$ cat config.mk
export PLATFORM = sky130hd
export DESIGN_NAME = omx_exec
export DESIGN_NICKNAME = d
export VERILOG_FILES = /design/src/omx_pkg.sv /design/src/omx_decode.sv /design/src/omx_exec.sv
export SDC_FILE = /design/constraint.sdc
export NUM_CORES = 1
export LEC_CHECK = 0
export BUFFER_PORTS_ARGS = -buffer_cell sky130_fd_sc_hd__buf_4
export CAP_MARGIN = 20
export CORE_MARGIN = 8
export CORE_UTILIZATION = 51
export CTS_CLUSTER_SIZE = 16
export DETAILED_ROUTE_END_ITERATION = 8
export PLACE_DENSITY_LB_ADDON = 0.15
export SYNTH_ARGS = -nofsm -noshare
export SYNTH_HDL_FRONTEND = slang
export SYNTH_SLANG_ARGS = --single-unit
$ cat constraint.sdc
create_clock -name ref_clk_in -period 4.87 [get_ports ref_clk_in]
set_clock_uncertainty 0.15 [all_clocks]
set_input_delay 0.2435 -clock ref_clk_in [delete_from_list [all_inputs] [get_ports ref_clk_in]]
set_output_delay 0.2435 -clock ref_clk_in [all_outputs]
set_load 0.1 [all_outputs]
$ cat src/omx_pkg.sv
// Purpose: shared constants for the or/move instruction execute block
// Assumes: 12-bit instruction words, 8-bit data, 5-bit file addresses
// Notes: opcode patterns are matched under masks
package omx_pkg;
    localparam int OMX_DATA_W = 8;
    localparam int OMX_ADDR_W = 5;
    localparam int OMX_INSN_W = 12;
    localparam logic [11:0] OMX_LIT_MASK = 12'hf00;
    localparam logic [11:0] OMX_REG_MASK = 12'hfc0;
    localparam logic [11:0] OMX_OR_LIT_PAT = 12'hd00;
    localparam logic [11:0] OMX_LOAD_LIT_PAT = 12'hc00;
    localparam logic [11:0] OMX_OR_REG_PAT = 12'h100;
    localparam logic [11:0] OMX_MOVE_REG_PAT = 12'h200;
    localparam int OMX_DEST_BIT = 5;
    localparam logic [7:0] OMX_ACC_RST = 8'h00;
    localparam logic OMX_ZERO_RST = 1'b0;

    typedef enum logic [2:0] {
        OMX_OP_NONE = 3'b000,
        OMX_OP_OR_LIT = 3'b001,
        OMX_OP_OR_REG = 3'b010,
        OMX_OP_MOVE_REG = 3'b011,
        OMX_OP_LOAD_LIT = 3'b100
    } omx_op_e;
endpackage

$ cat src/omx_decode.sv
// Purpose: classify an instruction word into one of the handled operations
// Assumes: purely combinational, same clock domain as caller
// Notes: words that match none give the none code
`timescale 1ns/100ps
module omx_decode
    import omx_pkg::*;
(
    input wire logic [11:0] insn_in,
    output omx_op_e op_out
);
    always_comb begin
        if ((insn_in & OMX_LIT_MASK) == OMX_OR_LIT_PAT) begin
            op_out = OMX_OP_OR_LIT;
        end else if ((insn_in & OMX_LIT_MASK) == OMX_LOAD_LIT_PAT) begin
            op_out = OMX_OP_LOAD_LIT;
        end else if ((insn_in & OMX_REG_MASK) == OMX_OR_REG_PAT) begin
            op_out = OMX_OP_OR_REG;
        end else if ((insn_in & OMX_REG_MASK) == OMX_MOVE_REG_PAT) begin
            op_out = OMX_OP_MOVE_REG;
        end else begin
            op_out = OMX_OP_NONE;
        end
    end
endmodule

$ cat src/omx_exec.sv
// Purpose: execute or-literal, or-register, move-register and load-literal
// Assumes: register file read data is combinational from the address output
// Notes: one instruction per clock, results registered
`timescale 1ns/100ps
module omx_exec
    import omx_pkg::*;
(
    input wire logic ref_clk_in,
    input wire logic sys_rst_in,
    input wire logic insn_valid_in,
    input wire logic [11:0] insn_in,
    input wire logic [7:0] file_rdata_in,
    output logic [4:0] file_addr_out,
    output logic [7:0] file_wdata_out,
    output logic file_we_out,
    output logic [7:0] acc_out,
    output logic zero_flag_out
);
    ////////////////////////////////////////////////////////////////
    typedef struct packed {
        logic [7:0] acc;
        logic zero;
        logic [4:0] waddr;
        logic [7:0] wdata;
        logic we;
    } omx_state_s;

    omx_state_s st_q;
    omx_state_s st_d;
    omx_op_e op;
    logic dest;
    logic [7:0] lit;
    logic [7:0] res;

    omx_decode u_decode (
        .insn_in(insn_in),
        .op_out(op)
    );

    assign dest = insn_in[OMX_DEST_BIT];
    assign lit = insn_in[7:0];
    // address is combinational so the read lands in the same cycle
    assign file_addr_out = insn_in[4:0];

    ////////////////////////////////////////////////////////////////
    // zero test shared by the or-literal, or-register and move paths
    function automatic logic is_zero(input logic [7:0] v);
        return v == 8'h00;
    endfunction

    // pattern checks for the assertions, apart from the decoder's priority chain
    function automatic logic is_or_lit(input logic [11:0] w);
        return (w & OMX_LIT_MASK) == OMX_OR_LIT_PAT;
    endfunction

    function automatic logic is_load_lit(input logic [11:0] w);
        return (w & OMX_LIT_MASK) == OMX_LOAD_LIT_PAT;
    endfunction

    function automatic logic is_or_reg(input logic [11:0] w);
        return (w & OMX_REG_MASK) == OMX_OR_REG_PAT;
    endfunction

    function automatic logic is_move_reg(input logic [11:0] w);
        return (w & OMX_REG_MASK) == OMX_MOVE_REG_PAT;
    endfunction

    ////////////////////////////////////////////////////////////////
    always_comb begin
        st_d = st_q;
        st_d.we = 1'b0;
        res = 8'h00;
        if (insn_valid_in) begin
            case (op)
                OMX_OP_OR_LIT: begin
                    res = st_q.acc | lit;
                    st_d.acc = res;
                    st_d.zero = is_zero(res);
                end
                OMX_OP_OR_REG: begin
                    res = st_q.acc | file_rdata_in;
                    st_d.zero = is_zero(res);
                    if (dest) begin
                        st_d.we = 1'b1;
                        st_d.waddr = insn_in[4:0];
                        st_d.wdata = res;
                    end else begin
                        st_d.acc = res;
                    end
                end
                OMX_OP_MOVE_REG: begin
                    res = file_rdata_in;
                    st_d.zero = is_zero(res);
                    if (dest) begin
                        st_d.we = 1'b1;
                        st_d.waddr = insn_in[4:0];
                        st_d.wdata = res;
                    end else begin
                        st_d.acc = res;
                    end
                end
                OMX_OP_LOAD_LIT: begin
                    st_d.acc = lit;
                end
                default: begin
                    st_d.we = 1'b0;
                end
            endcase
        end
    end

    always_ff @(posedge ref_clk_in) begin
        if (sys_rst_in) begin
            st_q <= '{
                acc: OMX_ACC_RST,
                zero: OMX_ZERO_RST,
                waddr: 5'h00,
                wdata: 8'h00,
                we: 1'b0
            };
        end else begin
            st_q <= st_d;
        end
    end

    // write port lags one cycle; a write-back of the same register is harmless
    assign file_we_out = st_q.we;
    assign file_wdata_out = st_q.wdata;
    assign acc_out = st_q.acc;
    assign zero_flag_out = st_q.zero;

    ////////////////////////////////////////////////////////////////
    // or literal: accumulator only, zero follows the result
    AST_OR_LIT: assert property (@(posedge ref_clk_in) disable iff (sys_rst_in)
        insn_valid_in && is_or_lit(insn_in) |=>
        acc_out == ($past(acc_out) | $past(insn_in[7:0])) && zero_flag_out == is_zero(acc_out))
        else $error("or literal result wrong");

    AST_OR_LIT_NO_WR: assert property (@(posedge ref_clk_in) disable iff (sys_rst_in)
        insn_valid_in && is_or_lit(insn_in) |=> !file_we_out)
        else $error("or literal wrote the file");

    ////////////////////////////////////////////////////////////////
    AST_OR_REG_Z: assert property (@(posedge ref_clk_in) disable iff (sys_rst_in)
        insn_valid_in && is_or_reg(insn_in) |=>
        zero_flag_out == is_zero($past(acc_out) | $past(file_rdata_in)))
        else $error("or register zero flag wrong");

    AST_OR_REG_DEST: assert property (@(posedge ref_clk_in) disable iff (sys_rst_in)
        insn_valid_in && is_or_reg(insn_in) && insn_in[OMX_DEST_BIT] |=>
        file_we_out && acc_out == $past(acc_out)
        && file_wdata_out == ($past(acc_out) | $past(file_rdata_in)))
        else $error("or register to file wrong");

    AST_OR_REG_ACC: assert property (@(posedge ref_clk_in) disable iff (sys_rst_in)
        insn_valid_in && is_or_reg(insn_in) && !insn_in[OMX_DEST_BIT] |=>
        !file_we_out && acc_out == ($past(acc_out) | $past(file_rdata_in)))
        else $error("or register to acc wrong");

    AST_OR_REG_ROW: assert property (@(posedge ref_clk_in) disable iff (sys_rst_in)
        insn_valid_in && is_or_reg(insn_in) && insn_in[OMX_DEST_BIT] |=>
        st_q.waddr == $past(insn_in[4:0]))
        else $error("or register wrote the wrong row");

    ////////////////////////////////////////////////////////////////
    AST_MOVE_ACC: assert property (@(posedge ref_clk_in) disable iff (sys_rst_in)
        insn_valid_in && is_move_reg(insn_in) && !insn_in[OMX_DEST_BIT] |=>
        acc_out == $past(file_rdata_in) && !file_we_out)
        else $error("move to acc wrong");

    AST_MOVE_FILE: assert property (@(posedge ref_clk_in) disable iff (sys_rst_in)
        insn_valid_in && is_move_reg(insn_in) && insn_in[OMX_DEST_BIT] |=>
        file_we_out && file_wdata_out == $past(file_rdata_in)
        && acc_out == $past(acc_out))
        else $error("move to file wrong");

    AST_MOVE_ROW: assert property (@(posedge ref_clk_in) disable iff (sys_rst_in)
        insn_valid_in && is_move_reg(insn_in) && insn_in[OMX_DEST_BIT] |=>
        st_q.waddr == $past(insn_in[4:0]))
        else $error("move wrote the wrong row");

    AST_MOVE_Z: assert property (@(posedge ref_clk_in) disable iff (sys_rst_in)
        insn_valid_in && is_move_reg(insn_in) |=>
        zero_flag_out == is_zero($past(file_rdata_in)))
        else $error("move zero flag wrong");

    ////////////////////////////////////////////////////////////////
    AST_LOAD_LIT: assert property (@(posedge ref_clk_in) disable iff (sys_rst_in)
        insn_valid_in && is_load_lit(insn_in) |=>
        acc_out == $past(insn_in[7:0]) && $stable(zero_flag_out) && !file_we_out)
        else $error("load literal wrong");

    // a one-edge reset is legal, so the edge after it is excused
    AST_ZERO_HELD: assert property (@(posedge ref_clk_in) disable iff (sys_rst_in)
        !$stable(zero_flag_out) |-> $past(sys_rst_in) || $past(insn_valid_in)
        && (is_or_lit($past(insn_in)) || is_or_reg($past(insn_in))
        || is_move_reg($past(insn_in))))
        else $error("zero flag changed without a flag-setting instruction");

    AST_ACC_HELD: assert property (@(posedge ref_clk_in) disable iff (sys_rst_in)
        !$stable(acc_out) |-> $past(sys_rst_in) || $past(insn_valid_in)
        && !((is_or_reg($past(insn_in)) || is_move_reg($past(insn_in)))
        && $past(insn_in[OMX_DEST_BIT])))
        else $error("accumulator changed without an accumulator write");

    AST_IDLE_HOLD: assert property (@(posedge ref_clk_in) disable iff (sys_rst_in)
        !insn_valid_in |=> $stable(acc_out) && $stable(zero_flag_out) && !file_we_out)
        else $error("idle cycle changed state");

    AST_REFUSED_HOLD: assert property (@(posedge ref_clk_in) disable iff (sys_rst_in)
        insn_valid_in && !is_or_lit(insn_in) && !is_load_lit(insn_in) && !is_or_reg(insn_in)
        && !is_move_reg(insn_in) |=>
        $stable(acc_out) && $stable(zero_flag_out) && !file_we_out)
        else $error("refused word changed state");

    AST_RESET_VALUES: assert property (@(posedge ref_clk_in)
        sys_rst_in |=> acc_out == OMX_ACC_RST && zero_flag_out == OMX_ZERO_RST && !file_we_out)
        else $error("reset values wrong");
endmodule

==> results of run 1 <==
## metal layers
layer,wire (um),share of wire,track usage
met5,0,0,0
met4,68,0.020,0.0752
met3,338,0.098,0.0406
met2,1630,0.47,0.274
met1,1410,0.41,0.202
## report_power, final
group | switching [mW] | total, mW | internal, mW
Sequential | 0.00245 | 0.151 | 0.149
Clock | 0.0479 | 0.0936 | 0.0456
Combinational | 0.0610 | 0.0894 | 0.0285
## cells in the mapped netlist (2+ instances only)
cell and n:
inv_1 8, nor2_1 24, buf_4 7, a211oi_1 14
nor4_1 5, buf_2 2, o32ai_1 7, nand2_1 4
nor2b_1 2, o22ai_1 8, dfxtp_1 18, a31oi_1 7
nor3_1 3, clkbuf_1 3, a21oi_1 10
## path summary, 6_finish.rpt
kind	from	end	cells past startpoint
worst max-delay path	insn_in[10]	acc_out[4]	6
worst min-delay path	sys_rst_in	file_wdata_out[7]	2
worst max register to register	acc_out[5]	zero_flag_out	5
worst min register to register	file_wdata_out[6]	file_wdata_out[6]	2
## flip-flops by register name, summed over array words and instances, names as in the netlist
name	flops
file_wdata_out	8
acc_out	8
file_we_out	1
zero_flag_out	1
## worst max-delay path: stages
cell	delay [ns]
buf_4	0.13
nor4_4	0.52
nand2b_1	0.46
o22ai_1	0.34
o32ai_1	0.12
a211oi_1	0.20
## layout make-up
class	instances	area, sq um
fill	182	708
multi-input combinational	100	658
sequential	18	360
timing repair buffer	45	338
clock buffer	4	36.3
tap	28	35.0
inverter	9	33.8
## metrics by stage
step / area, sq um / std cells / hold WS [ns]
2_1_floorplan: 1140 / 140 / 0.289
3_3_place_gp: 1430 / 200 / 0.339
3_5_place_dp: 1430 / 200 / 0.350
4_1_cts: 1460 / 204 / 0.101
5_1_grt: 1460 / 204 / 0.100
6_report: 1460 / 204 / 0.103
## cells by family after synthesis
kind of cell           count (synthesis)
AO/OA/AOI/OAI                         51
AND/OR/NAND/NOR                       48
buffers and inverters                 22
flip-flops                            18
XOR/XNOR                               1
==> impl_metrics.yaml, run 1 <==
status:
  outcome: "complete, no violations"
yosys:
  synth_top_cells_by_area: "dfxtp_1 32%, a211oi_1 9.2%, nor2_1 7.9%"
  synth_mux_area_frac: 0
  number_of_enable_type_register_cells_in_the_synthesized_netlist: 0
  syn_avg_cell_area_sq_um: 8.12
  synth_compound_gate_area_share: 0.333
  synth_top_family_by_area: "compound AO/OA/AOI/OAI gates"
  asyncSetResetFlopFracSynth: 0
  synth_cells: 140
  ys_types: 33
  synth_simple_gate_area_share: 0.238
  synth_nets: 163
  yosysWarningCount: 0
  synth_seq_area_share: 0.317
  yosys_most_used_dff: "dfxtp_1"
  post-synth-top-area-fraction: 0.317
  synth-seq-cells: 18
  synth_fa_ha_area_frac: 0
  synth.largest_area_cell: "dfxtp_1"
  xor_xnor_fraction_of_synth_area: 0.00770
  synth.cell_area_sq_mm: 0.00114
sta:
  worst-slew-pin-transition_ns: 0.586
  final_critical_path_setup_slack_ns: 2.93
  fmax_ghz: 0.514
  max_slew_margin: 0.610
  timing_hold_violations_final: 0
  number_of_endpoints_failing_setup_at_the_final_stage: 0
  rsz0062_at_grt: "false"
  final.min_clock_period_ns: 1.94
  post-route-period-util: 0.399
  report.final.slew_viol_count: 0
  setup-tns-final_ns: 0
global_routing:
  grt_pass1_vias: 1277
  groute.usage.overall: 0.168
  wire_length_of_the_first_global_routing_pass_um: 5740
  grt_overflow_total: 0
  grt_start_max_net_pins: 19
  antenna_violations_before_repair: 0
power:
  p_per_area_mw_per_mm2: 229
  power_leakage_nw: 0.556
  power.total_mw: 0.334
  ir_worst_vdd_mv: 0.154
floorplanning:
  design.die.area_sq_mm: 0.00400
  die_w_um: 63.2
  start_util: 0.524
  core_sq_mm: 0.00217
  die-height_um: 63.2
  io-pin-count: 46
  rows: 17
layout:
  final_nets: 200
  post_route_cells_drive_above_1_share: 0.330
  layout.cells.most_common_list: "45 x buf_4, 24 x nor2_1, 18 x dfxtp_1"
  antenna_cells: 0
  final_common_cell: "buf_4"
  synthToLayoutAreaGrowth_pct: 28.5
  finalCoreUtilization: 0.674
clock_network:
  tritoncts: "done"
  clkTransAtPathRegs_ns: 0.10
  h-tree-depth: 1
  max-clock-path-buffers: 2
  hold_buffers: 0
  post_cts_buffers: 0
  post_cts_sizing: 0
  clock_sinks: 18
  cts.root.buffer_cell: "clkbuf_4"
  numCtsBuffers: 3
  clk_latency_ns: 0.30
drt:
  routedWlPerCell_um: 16.9
  via_count: 1247
  drt_drc_violations_left: 0
  first_pass_iters: 6
  drt.antenna.violating_nets: 0
  drt_iter0_markers: 74
  per_cell_via_count_in_the_routed_design: 6.11
  route.final.wire_length_um: 3450
run:
  cap_viol_max_count: 0
setup_path:
  worstPathRequired_ns: 4.94
  cp_data_arrival_time_ns: 2.01
  path_max_fanout: 17
  critical_path.endpoint_type: "flip-flop"
  worstSetupPathType: "in -> reg"
  worst_setup_path_start_kind: "input port"
  rrSetupSlack_ns: 3.33
hold_path:
  holdCritPathClass: "in -> reg"
place:
  preCtsSetupSlack_ns: 2.67
  gp_congestion: 0.901
  portBuffers: 45
  post-dp-hpwl_um: 2570
(Power assumes the default switching activity.)
==> inputs of run 2 (changes only) <==
CORE_UTILIZATION = 47   (was 51)
clock period = 1.9 ns   (was 4.87 ns; I/O delays follow)
==> impl_metrics.yaml, run 2 (synthesis gave the netlist of run 1 again) <==
status:
  outcome: "complete, no violations"
floorplanning:
  start_util: 0.476
  rows: 18
  die-height_um: 65.2
  die_w_um: 65.2
  design.die.area_sq_mm: 0.00425
  io-pin-count: 46
  core_sq_mm: 0.00239
clock_network:
  post_cts_sizing: 0
  cts.root.buffer_cell: "clkbuf_4"
  clk_latency_ns: 0.29
  h-tree-depth: 1
  post_cts_buffers: 0
  max-clock-path-buffers: 2
  clock_sinks: 18
  tritoncts: "done"
  numCtsBuffers: 3
  clkTransAtPathRegs_ns: 0.11
layout:
  layout.cells.most_common_list: "54 x buf_4, 24 x nor2_1, 14 x a211oi_1"
  final_nets: 216
  final.fill_count: 219
  layout.area.seq_sq_um: 369
  finalCoreUtilization: 0.679
  final_common_cell: "buf_4"
  area_of_the_multi_input_gates_sq_um: 658
  antenna_cells: 0
  post_route_cells_drive_above_1_share: 0.391
  synthToLayoutAreaGrowth_pct: 42.5
global_routing:
  groute.usage.overall: 0.170
  grt_pass1_vias: 1267
  antenna_violations_before_repair: 0
  wire_length_of_the_first_global_routing_pass_um: 5890
  grt_overflow_total: 0
  grt_start_max_net_pins: 19
sta:
  setup-tns-final_ns: 0
  report.final.slew_viol_count: 0
  number_of_endpoints_failing_setup_at_the_final_stage: 0
  fmax_ghz: 0.592
  max_slew_margin: 0.578
  post-route-period-util: 0.890
  rsz0062_at_grt: "false"
  timing_hold_violations_final: 0
  final.min_clock_period_ns: 1.69
  worst-slew-pin-transition_ns: 0.632
drt:
  per_cell_via_count_in_the_routed_design: 5.76
  drt_iter0_markers: 71
  routedWlPerCell_um: 16.3
  via_count: 1278
  first_pass_iters: 4
  drt.antenna.violating_nets: 0
  drt_drc_violations_left: 0
  route.final.wire_length_um: 3610
setup_path:
  critical_path.endpoint_type: "flip-flop"
  worst_setup_path_start_kind: "input port"
  worstSetupPathType: "in -> reg"
  worstPathRequired_ns: 1.93
  cp_data_arrival_time_ns: 1.72
  path_max_fanout: 5
power:
  power.total_mw: 0.882
  power_frac_seq: 0.441
  p_per_area_mw_per_mm2: 544
  ir_worst_vdd_mv: 0.322
  share_comb_of_total_power: 0.282
  internal_power_mw: 0.588
  sw_frac_of_total: 0.333
  p_clk_frac: 0.277
  power_leakage_nw: 0.637
  netSwitchingPower_mw: 0.294
run:
  cap_viol_max_count: 0
place:
  gp_congestion: 0.925
  post-dp-hpwl_um: 2730
  portBuffers: 45
hold_path:
  holdCritPathClass: "in -> reg"
run 2: cell count changes in the layout (fill, tap and decap cells not counted):
cell / delta
buf_4: +9
dfxtp_1: -7
dfxtp_2: +7
dlygate4sd3_1: +6
buf_12: +1
run 2: layout make-up:
cell class | count | share of cell area
Inverter | 9 | 0.0208
Timing Repair Buffer | 61 | 0.300
Clock buffer | 4 | 0.0224
Tap cell | 30 | 0.0232
Multi-Input combinational cell | 100 | 0.406
Sequential cell | 18 | 0.228
run 2: power by group through the flow:
stage          Sequential, mW  Clock (mW)  Combinational (mW)
2_1_floorplan           0.431           0               0.116
3_3_place_gp            0.397           0               0.235
3_5_place_dp            0.397           0               0.237
4_1_cts                 0.388       0.244               0.248
5_1_grt                 0.389       0.257               0.263
6_report                0.389       0.244               0.249
run 2: through the flow:
step | instance area (sq um) | setup WS, ns | hold WS, ns | instances
global placement | 1520 | 0.00345 | 0.262 | 212
CTS | 1620 | 0.219 | 0.00852 | 222
floorplan | 1150 | 0.104 | 0.139 | 140
global route | 1620 | 0.185 | 0.0295 | 222
finish | 1620 | 0.209 | 0.0209 | 222
detailed placement | 1520 | -0.0268 | 0.271 | 212
run 2: final timing paths:
| kind | start | slack, ns | cells past startpoint | endpoint |
|---|---|---|---|---|
| min reg2reg | acc_out[6] | 0.35 | 2 | acc_out[6] |
| max reg2reg | acc_out[5] | 0.42 | 5 | zero_flag_out |
| max | insn_valid_in | 0.21 | 6 | acc_out[5] |
| min | file_rdata_in[6] | 0.02 | 3 | file_wdata_out[6] |
run 2: worst max-delay path: stages:
cell	delay, ns
dlygate4sd3_1	0.53
buf_4	0.14
clkinv_1	0.07
or4_1	0.53
a221oi_2	0.27
a2111oi_2	0.08
run 2: repair_timing:
action,in CTS,in global routing
hold buffers,6,0
endpoints found under the setup margin,0,0
hold endpoints to repair,18,0
run 2: metal layers:
metal | track usage | part of all wire
met4 | 0.0654 | 0.0053
met3 | 0.0510 | 0.087
met5 | 0 | 0
met2 | 0.272 | 0.48
met1 | 0.208 | 0.43
